$ cat config.mk
export PLATFORM = sky130hd
export DESIGN_NAME = fpa_top
export DESIGN_NICKNAME = d
export VERILOG_FILES = /design/src/fpa_pkg.sv /design/src/fpa_cfg_decode.sv /design/src/fpa_unlock.sv /design/src/fpa_top.sv
export SDC_FILE = /design/constraint.sdc
export NUM_CORES = 1
export LEC_CHECK = 0
export ABC_AREA = 1
export BUFFER_PORTS_ARGS = -buffer_cell sky130_fd_sc_hd__buf_4
export CORE_MARGIN = 3
export CORE_UTILIZATION = 40
export CTS_CLUSTER_DIAMETER = 40
export DETAILED_ROUTE_END_ITERATION = 6
export PLACE_DENSITY_LB_ADDON = 0.1
export SYNTH_ARGS = -nofsm -noshare
export SYNTH_HDL_FRONTEND = slang
export SYNTH_SLANG_ARGS = --single-unit
$ cat constraint.sdc
create_clock -name mclk -period 4.6 [get_ports mclk]
set_input_delay 0.23 -clock mclk [delete_from_list [all_inputs] [get_ports mclk]]
set_output_delay 0.23 -clock mclk [all_outputs]
set_load 0.005 [all_outputs]
$ cat src/fpa_pkg.sv
// Package for the flash program memory access block.
// Assumes a 32-bit Avalon-MM register bus with word-aligned byte addresses.
package fpa_pkg;
    localparam logic [5:0] OFS_DATA_LOW = 6'h00;
    localparam logic [5:0] OFS_DATA_HIGH = 6'h04;
    localparam logic [5:0] OFS_ADDR_LOW = 6'h08;
    localparam logic [5:0] OFS_ADDR_HIGH = 6'h0c;
    localparam logic [5:0] OFS_CONTROL = 6'h10;
    localparam logic [5:0] OFS_UNLOCK = 6'h14;
    localparam int CTL_RD = 0;
    localparam int CTL_WR = 1;
    localparam int CTL_WREN = 2;
    localparam int CTL_WRERR = 3;
    localparam int CTL_FREE = 4;
    localparam int CTL_LWLO = 5;
    localparam int CTL_CONFIG_SPACE_SELECT = 6;
    localparam logic [7:0] UNLOCK_FIRST = 8'h55;
    localparam logic [7:0] UNLOCK_SECOND = 8'haa;
    localparam logic [7:0] ADDR_HIGH_FILL = 8'h80;
    localparam logic [7:0] DATA_HIGH_MASK = 8'h3f;
    localparam logic [15:0] CFG_BASE = 16'h8000;
    localparam logic [15:0] CFG_USER_ID_LAST = 16'h8003;
    localparam logic [15:0] CFG_DEV_ID = 16'h8006;
    localparam logic [15:0] CFG_WORD_FIRST = 16'h8007;
    localparam logic [15:0] CFG_WORD_LAST = 16'h8008;
    localparam logic [31:0] BUS_UNMAPPED = 32'h0000_0000;
    localparam logic [7:0] ADDR_RESET = 8'h00;
    typedef enum logic [1:0]
    {
        FPA_IDLE = 2'b00,
        FPA_REQ = 2'b01,
        FPA_WAIT = 2'b11
    } fpa_state_t;
endpackage

$ cat src/fpa_cfg_decode.sv
// Configuration-space access decode for an effective 16-bit address.
// Pure combinational; fed from the address registers of the top.
`timescale 1ns/1ps
module fpa_cfg_decode
    import fpa_pkg::*;
(
    input wire logic cfg_sel,
    input wire logic [15:0] eff_addr,
    output logic rd_ok,
    output logic wr_ok
);
    always_comb
    begin
        rd_ok = 1'b1;
        wr_ok = 1'b1;
        if (cfg_sel)
        begin
            wr_ok = eff_addr >= CFG_BASE && eff_addr <= CFG_USER_ID_LAST;
            rd_ok = wr_ok || (eff_addr == CFG_DEV_ID)
                || (eff_addr >= CFG_WORD_FIRST && eff_addr <= CFG_WORD_LAST);
        end
    end
endmodule

$ cat src/fpa_unlock.sv
// Unlock sequence tracker: 55h then aa written to the unlock register.
// Assumes writes arrive as single-cycle strobes from the bus slave.
`timescale 1ns/1ps
module fpa_unlock
    import fpa_pkg::*;
(
    input wire logic mclk,
    input wire logic rst_b,
    input wire logic wr_stb,
    input wire logic [7:0] wr_data,
    input wire logic consume,
    output logic armed
);
    logic first_q;
    logic armed_q;
    always_ff @(posedge mclk or negedge rst_b)
    begin
        if (!rst_b)
        begin
            first_q <= 1'b0;
            armed_q <= 1'b0;
        end
        else if (wr_stb)
        begin
            // Any other value breaks the sequence
            first_q <= (wr_data == UNLOCK_FIRST);
            armed_q <= first_q && (wr_data == UNLOCK_SECOND);
        end
        else if (consume)
        begin
            first_q <= 1'b0;
            armed_q <= 1'b0;
        end
    end
    assign armed = armed_q;
endmodule

$ cat src/fpa_top.sv
// Flash program memory self-access: address/data registers, control
// and unlock over Avalon-MM, and a simple array request port.
// Assumes the array answers each request with a one-cycle done pulse.
`timescale 1ns/1ps
// Operation
// - Select bit set steers reads and writes to configuration space.
// - Configuration space is the region with address bit 15 set.
// - A configuration read outside the allowed set clears both data bytes.
// - User ID words 8000h to 8003h are readable and writable.
// - ID word 8006h and config words 8007h-8008h are read-only.
// - Data low holds word bits 7..0, not cleared by reset.
// - Data high holds bits 13..8 in bits 5..0, bits 7..6 read zero.
// - Address low holds bits 7..0 and clears on reset.
// - Address high holds bits 14..8, clears, bit 7 reads as one.
module fpa_top
    import fpa_pkg::*;
(
    input wire logic mclk,
    input wire logic rst_b,
    input wire logic [5:0] avs_address,
    input wire logic avs_read,
    input wire logic avs_write,
    input wire logic [31:0] avs_writedata,
    input wire logic [3:0] avs_byteenable,
    output logic [31:0] avs_readdata,
    output logic avs_waitrequest,
    output logic arr_req,
    output logic arr_we,
    output logic arr_erase,
    output logic arr_latch_only,
    output logic [15:0] arr_addr,
    output logic [13:0] arr_wdata,
    input wire logic [13:0] arr_rdata,
    input wire logic arr_done,
    input wire logic arr_fail
);
    logic [7:0] data_low_q;
    logic [5:0] data_high_q;
    logic [7:0] addr_low_q;
    logic [6:0] addr_high_q;
    logic config_space_select_q;
    logic lwlo_q;
    logic free_q;
    logic wrerr_q;
    logic wren_q;
    logic wr_q;
    logic rd_q;
    logic ack_q;
    logic [31:0] rdata_q;
    logic [15:0] eff_addr;
    logic rd_ok;
    logic wr_ok;
    logic armed;
    logic wr_go;
    logic bus_wr;
    logic bus_rd;
    logic unlock_stb;
    logic cap_rd;
    logic [7:0] ctl_view;
    fpa_state_t state_q;

    function automatic logic hit(input logic [5:0] a, input logic [5:0] o);
        hit = (a == o);
    endfunction

    // One wait state: each access completes the cycle after it is seen
    assign avs_waitrequest = (avs_read || avs_write) && !ack_q;
    // Writes commit only at the edge that sees waitrequest low
    assign bus_wr = avs_write && ack_q && avs_byteenable[0];
    assign bus_rd = avs_read && !ack_q;
    assign unlock_stb = bus_wr && hit(avs_address, OFS_UNLOCK);

    assign eff_addr = config_space_select_q ? (CFG_BASE | {1'b0, addr_high_q, addr_low_q})
                             : {1'b0, addr_high_q, addr_low_q};

    fpa_cfg_decode u_dec
    (
        .cfg_sel(config_space_select_q),
        .eff_addr(eff_addr),
        .rd_ok(rd_ok),
        .wr_ok(wr_ok)
    );

    fpa_unlock u_unl
    (
        .mclk(mclk),
        .rst_b(rst_b),
        .wr_stb(unlock_stb),
        .wr_data(avs_writedata[7:0]),
        .consume(wr_go),
        .armed(armed)
    );

    // WR only starts when enabled, unlocked and idle
    assign wr_go = bus_wr && hit(avs_address, OFS_CONTROL)
        && avs_writedata[CTL_WR] && wren_q && armed && !wr_q && !rd_q;

    always_ff @(posedge mclk or negedge rst_b)
    begin
        if (!rst_b)
            ack_q <= 1'b0;
        else
            ack_q <= (avs_read || avs_write) && !ack_q;
    end

    assign ctl_view = {1'b1, config_space_select_q, lwlo_q, free_q, wrerr_q, wren_q,
                       wr_q, rd_q};

    always_ff @(posedge mclk or negedge rst_b)
    begin
        if (!rst_b)
            rdata_q <= BUS_UNMAPPED;
        else if (bus_rd)
        begin
            case (avs_address)
                OFS_DATA_LOW: rdata_q <= {24'h0, data_low_q};
                OFS_DATA_HIGH: rdata_q <= {26'h0, data_high_q};
                OFS_ADDR_LOW: rdata_q <= {24'h0, addr_low_q};
                OFS_ADDR_HIGH: rdata_q <= {24'h0,
                    ADDR_HIGH_FILL | {1'b0, addr_high_q}};
                OFS_CONTROL: rdata_q <= {24'h0, ctl_view};
                default: rdata_q <= BUS_UNMAPPED;
            endcase
        end
    end
    assign avs_readdata = rdata_q;

    always_ff @(posedge mclk or negedge rst_b)
    begin
        if (!rst_b)
        begin
            addr_low_q <= ADDR_RESET;
            addr_high_q <= 7'h00;
        end
        else if (bus_wr && hit(avs_address, OFS_ADDR_LOW))
            addr_low_q <= avs_writedata[7:0];
        else if (bus_wr && hit(avs_address, OFS_ADDR_HIGH))
            addr_high_q <= avs_writedata[6:0];
    end

    assign cap_rd = (state_q == FPA_WAIT) && rd_q && arr_done;

    // Data word has no reset: it holds whatever was last written or read
    always_ff @(posedge mclk)
    begin
        if (cap_rd)
        begin
            data_low_q <= rd_ok ? arr_rdata[7:0] : 8'h00;
            data_high_q <= rd_ok ? arr_rdata[13:8] : 6'h00;
        end
        else if (bus_wr && hit(avs_address, OFS_DATA_LOW))
            data_low_q <= avs_writedata[7:0];
        else if (bus_wr && hit(avs_address, OFS_DATA_HIGH))
            data_high_q <= avs_writedata[5:0];
    end

    always_ff @(posedge mclk or negedge rst_b)
    begin
        if (!rst_b)
        begin
            config_space_select_q <= 1'b0;
            lwlo_q <= 1'b0;
            wren_q <= 1'b0;
        end
        else if (bus_wr && hit(avs_address, OFS_CONTROL) && !wr_q)
        begin
            config_space_select_q <= avs_writedata[CTL_CONFIG_SPACE_SELECT];
            lwlo_q <= avs_writedata[CTL_LWLO];
            wren_q <= avs_writedata[CTL_WREN];
        end
    end

    // FREE clears by hardware after the erase completes
    always_ff @(posedge mclk or negedge rst_b)
    begin
        if (!rst_b)
            free_q <= 1'b0;
        else if (bus_wr && hit(avs_address, OFS_CONTROL) && !wr_q)
            free_q <= avs_writedata[CTL_FREE];
        else if (state_q == FPA_WAIT && wr_q && arr_done && free_q)
            free_q <= 1'b0;
    end

    // Error set wins over a software clear in the same cycle
    always_ff @(posedge mclk or negedge rst_b)
    begin
        if (!rst_b)
            wrerr_q <= 1'b0;
        else if (state_q == FPA_WAIT && wr_q && arr_done && arr_fail)
            wrerr_q <= 1'b1;
        else if (bus_wr && hit(avs_address, OFS_CONTROL))
            wrerr_q <= avs_writedata[CTL_WRERR];
    end

    always_ff @(posedge mclk or negedge rst_b)
    begin
        if (!rst_b)
        begin
            wr_q <= 1'b0;
            rd_q <= 1'b0;
        end
        else if (state_q == FPA_WAIT && arr_done)
        begin
            wr_q <= 1'b0;
            rd_q <= 1'b0;
        end
        else if (wr_go)
            wr_q <= 1'b1;
        else if (bus_wr && hit(avs_address, OFS_CONTROL)
                 && avs_writedata[CTL_RD] && !wr_q && !rd_q)
            rd_q <= 1'b1;
    end

    always_ff @(posedge mclk or negedge rst_b)
    begin
        if (!rst_b)
            state_q <= FPA_IDLE;
        else
        begin
            case (state_q)
                FPA_IDLE:
                    if (wr_q || rd_q)
                        state_q <= FPA_REQ;
                FPA_REQ:
                    state_q <= FPA_WAIT;
                FPA_WAIT:
                    if (arr_done)
                        state_q <= FPA_IDLE;
                default:
                    state_q <= FPA_IDLE;
            endcase
        end
    end

    // Request is held for the whole operation
    always_ff @(posedge mclk or negedge rst_b)
    begin
        if (!rst_b)
        begin
            arr_req <= 1'b0;
            arr_we <= 1'b0;
            arr_erase <= 1'b0;
            arr_latch_only <= 1'b0;
            arr_addr <= 16'h0000;
            arr_wdata <= 14'h0000;
        end
        else if (state_q == FPA_IDLE && (wr_q || rd_q))
        begin
            // Writes to read-only config words never reach the array
            arr_req <= rd_q ? rd_ok : wr_ok;
            arr_we <= wr_q && !free_q;
            arr_erase <= wr_q && free_q;
            arr_latch_only <= wr_q && lwlo_q && !free_q;
            arr_addr <= eff_addr;
            arr_wdata <= {data_high_q, data_low_q};
        end
        else if (state_q == FPA_WAIT && arr_done)
            arr_req <= 1'b0;
    end
endmodule

# Word level (Yosys, flattened, before mapping)
# Cells that the tools add are included.
# W data, S select, Z words.
# totals
regBits	107
inputBits	62
elab_cells	126
out_inout_bits	67
# classes
magnitude_cmp	4
n_mux	29
n_reduce_logical	56
n_eq_ne	14
n_bitwise	1
# ops
op	count
$pmux W8 S5	1
$logic_and A1 B1 Y1	34
$ge A16 B16 Y1 const B	2
$le A16 B16 Y1 const B	2
$mux W6	4
$mux W8	3
$mux W1	17
$eq A16 B16 Y1 const B	1
$mux W16	1
$reduce_bool A2 Y1	8
$eq A6 B4 Y1 const B	2
$eq A6 B5 Y1 const B	2
$eq A8 B7 Y1 const B	1
$eq A8 B8 Y1 const B	1
$ne A2 B2 Y1 const B	4
$reduce_and A2 Y1	4
$eq A6 B3 Y1 const B	1
$logic_not A6 Y1	1
$pmux W2 S3	1
$logic_not A1 Y1	4
$logic_or A1 B1 Y1	4
$mux W2	2
$eq A2 B1 Y1 const B	1
$eq A2 B2 Y1 const B	1
2 further kinds	2

# Logic depth before layout (Yosys ltp)
# logic_depth
depth_word	10
depth_mapped	10
depth_no_buf	10

# By module
# A second synthesis with hierarchy kept.
# unflattened
cells_unflattened	507
hier_area_um2	4175.3
# by_module_without_submodules
mod	cells_each	area_each_um2	seq_area_each_um2	n_inst
fpa_top	443	3866.2	2097.0	1
fpa_cfg_decode	39	161.4	0.0	1
fpa_unlock	25	147.6	50.0	1

# Worst setup path before layout
# OpenSTA, ideal clock, no wires.
# synth_timing
kind	register -> register
startpoint	reg state_q[0]
endpoint	reg data_low_q[0], enable pin
period_less_slack_ns	1.516
slack_ns	3.084
t_arrival_ns	1.188
path_stages_with_launch	6
n_path_buf	1
cell_sequence	dfrtp_1 -> inv_2 -> nor2_4 -> nand2_2 -> clkbuf_1 -> nand2_1
# synth_via
elab_chain_len	4
# synth_rtl
item	line	source
start, declared	fpa_top.sv:60	fpa_state_t state_q;
start signal, assigned	fpa_top.sv:217	state_q <= FPA_IDLE;
start signal, assigned	fpa_top.sv:223	state_q <= FPA_REQ;
start signal, assigned	fpa_top.sv:225	state_q <= FPA_WAIT;
$eq A2 B2 Y1	fpa_top.sv:141	assign cap_rd = (state_q == FPA_WAIT) && rd_q && arr_done;
$logic_and A1 B1 Y1 (2 in a row)	fpa_top.sv:141	
$reduce_bool A2 Y1 (no line)	-	
end signal, assigned	fpa_top.sv:148	data_low_q <= rd_ok ? arr_rdata[7:0] : 8'h00;
end signal, assigned	fpa_top.sv:152	data_low_q <= avs_writedata[7:0];
end, declared	fpa_top.sv:37	logic [7:0] data_low_q;
# No other way between the ends.
# A chain may end at the register's enable or synchronous reset.

# Worst setup path in the final report
# layout_timing
startpoint	reg wr_q
endpoint	reg arr_erase
# layout_via
elab_chain_len	2
elab_cells_between_ends	3
classes_between	3 x reduce/logical
# layout_rtl
item	line	source
start, declared	fpa_top.sv:46	logic wr_q;
start signal, assigned	fpa_top.sv:199	wr_q <= 1'b0;
start signal, assigned	fpa_top.sv:204	wr_q <= 1'b0;
start signal, assigned	fpa_top.sv:208	wr_q <= 1'b1;
$logic_or A1 B1 Y1	fpa_top.sv:247	else if (state_q == FPA_IDLE && (wr_q || rd_q))
$logic_and A1 B1 Y1	fpa_top.sv:247	
end signal, assigned	fpa_top.sv:252	arr_erase <= wr_q && free_q;
end, declared	fpa_top.sv:29	output logic arr_erase,
# Several ways; a longest one is shown, not always the timed one.

==> metrics.txt <==
CP startpoint=wr_q; Root Buffer=clkbuf_8; first-pass GRT wire length=between 15000 and 20000 um; crit path cell chain=nor2_1 -> or2_4 -> nor2_8 -> inv_2 -> o31ai_1; worst skew pair latency=0.35 ns; HPWL after DPL=~7700 um; slowest CP cell=dfrtp_1; core area=roughly 0.01 mm^2; clk buf depth=2; Period minus WS final=~2.0 ns; All-Layer GR Usage=0.177; NetSw=595 uW; switching share of total power=0.290; Final TNS setup=0 ns; fraction of layout cells with a size suffix above 1=0.195; largest net degree at the start of global routing=70; DR vias=between 3000 and 4000; area delta synth->final=20.1%; I/O Buffers=77; clock share of power=0.306; clk slew on worst S/H paths=roughly 0.09 ns; CTS H-tree lvls=3; Setup CP Type=register to register; worst hold margin=-0.0133 ns; largest fanout on the critical path=between 40 and 50; Leak=around 0.0026 uW; diodes inserted=0; routed vias/inst=~4.6; mapped cell area=about 0.0041 mm^2; worst reg2reg startpoint=wr_q; CP Capture Type=register; reg-to-reg endpoint=arr_erase; final clock skew=0.00678 ns; Setup-failing EPs final=0; Hold Path Class=input port to asynchronous set/reset pin; gr ovfl total=0; combinational group share of total power=0.225; Yosys top cell by area=dfrtp_1; Mean Syn Cell Area=between 8 and 9 um^2; Synth Instances=approximately 500; die width=about 110 um; Peak VDD IR=about 190 uV; count leader, synth=nand2_1; max-slew violation count=0; Max Freq=slightly above 500 MHz; path depth of the worst reg2reg path=5; CTS resizes=0; RePlAce Congestion=0.887; DRT iter0 DRCs=~180; Power Density=419 mW/mm^2; Async SR Flop Fraction=0.831; Initial Util=0.414; First-pass DRT Iterations=5; Final ANT Viol Nets=0; pre-CTS setup slack=2.67 ns; commonest cells in the netlist=nand2_1 (204), dfrtp_1 (69), nor2_1 (49), inv_1 (44), buf_4 (25); synthesized flop and latch total=83; sequential cell area fraction in the yosys report=0.526; final worst setup slack=2.64 ns; FF-to-FF setup slack=2.64 ns; FP Rows=36; Worst Path Arrival=between 2 and 2.5 ns; Slew @ Worst Pin=approximately 0.86 ns; CTS tree=yes; top-area cell type share of the netlist area=0.423; RSZ-0062 raised after global routing=no; Final Hold Fails=20; I/O pin cnt=between 100 and 150; die area=between 0.01 and 0.015 mm^2; Post-synth top flop=dfrtp_1; Avg WL per Cell=13.9 um; initial antenna violation count=0; nets=approximately 640; Post-CTS Hold Buffers=0; run status=finished with violations; Slew headroom=0.424; Worst setup SP type=register; vias in the first global route=2984; TritonCTS Buffers=9; Post-CTS Setup Repair Bufs=0; Yosys warning total=0; Tcrit/Tclk final=0.426; failing checks=hold timing; largest cells by area after synthesis=dfrtp_1 (42%), nand2_1 (19%), edfxtp_1 (10%), buf_4 (4.6%), nor2_1 (4.5%); worst path required time=between 4 and 5 ns; Sink Count=slightly above 80; P_int=roughly 1500 uW; Routed WL=approximately 10000 um; Die Y=around 110 um; Cell variety after synth=30; # DRC=0; sequential power share=0.469; crit-path max cell delay=roughly 0.48 ns; Post-synth EDFFs=14; Max Cap Viol=0
## routing by layer
metal / vias to the layer above / GRT usage / part of all wire
met1: 1531 / 0.260 / 0.49
li1: 1677 / - / -
met3: 8 / 0.0476 / 0.062
met4: 0 / 0.0667 / 0.0098
met2: 99 / 0.251 / 0.44
met5: - / 0 / 0
## worst max-delay path, delay by kind of cell (launching register included)
kind,cells,cell delay (ns)
AND/OR/NAND/NOR,3,0.68
flip-flops,1,0.48
buffers and inverters,1,0.36
AO/OA/AOI/OAI,1,0.31
## through the flow
step           hold slack (ns)  power [uW]  std cells  utilization  instance area (um^2)
2_1_floorplan          -0.0656        1210        527            -                  4170
3_3_place_gp             0.396        1440        701        0.472                  4660
3_5_place_dp             0.405        1450        701        0.472                  4660
4_1_cts                 0.0114        2080        717        0.497                  4900
5_1_grt                 0.0504        2180        717        0.497                  4900
6_report               -0.0133        2050        717        0.497                  4900
## placed cells by master, fill, tap and decap left out, drive strengths merged
cell	n
buf	77
nand3	21
bufinv	3
clkinvlp	1
o211ai	3
nand2	207
a21oi	4
nand3b	3
clkinv	1
o31ai	1
nor4	3
edfxtp	14
conb	24
inv	48
nand4	5
dfrtp	69
nor3	1
or2	1
clkbuf	10
nor2	55
a32oi	1
o21ai	32
## cell type report
type | instances | area, um^2
Multi-Input combinational cell | 361 | 1590
Inverter | 47 | 176
Timing Repair Buffer | 77 | 578
Sequential cell | 83 | 2150
Clock buffer | 10 | 128
Tap cell | 133 | 166
Fill cell | 975 | 4970
Clock inverter | 6 | 113
## how the worst max path moves through the flow
stage,end,slack (ns),depth (start not counted)
floorplan,data_low_q[0],3.08,5
global placement,arr_erase,2.70,5
detailed placement,arr_erase,2.67,5
CTS,arr_erase,2.64,5
global route,arr_erase,2.49,5
finish,arr_erase,2.64,5
## cells by family after synthesis
logic type / count (synthesis) / share of synthesized area
compound gates: 41 / 0.0601
buf+inv: 83 / 0.105
flops: 83 / 0.526
other cells: 1 / 0.000919
simple gates: 296 / 0.308
## sequential cells by signal (all words and copies together), names as in the netlist, 2 cells and up
register / count
addr_high_q: 7
addr_low_q: 8
arr_addr: 16
arr_wdata: 14
avs_readdata: 8
data_high_q: 6
data_low_q: 8
state_q: 2
## power by group through the flow
| stage | registers, uW | logic, uW | clock network, uW |
|---|---|---|---|
| global route | 980 | 524 | 675 |
| detailed placement | 978 | 471 | 0 |
| finish | 963 | 462 | 628 |
| CTS | 964 | 472 | 641 |
| global placement | 974 | 463 | 0 |
| floorplan | 971 | 239 | 0 |
Note: power is estimated with default switching activity, not from simulation.
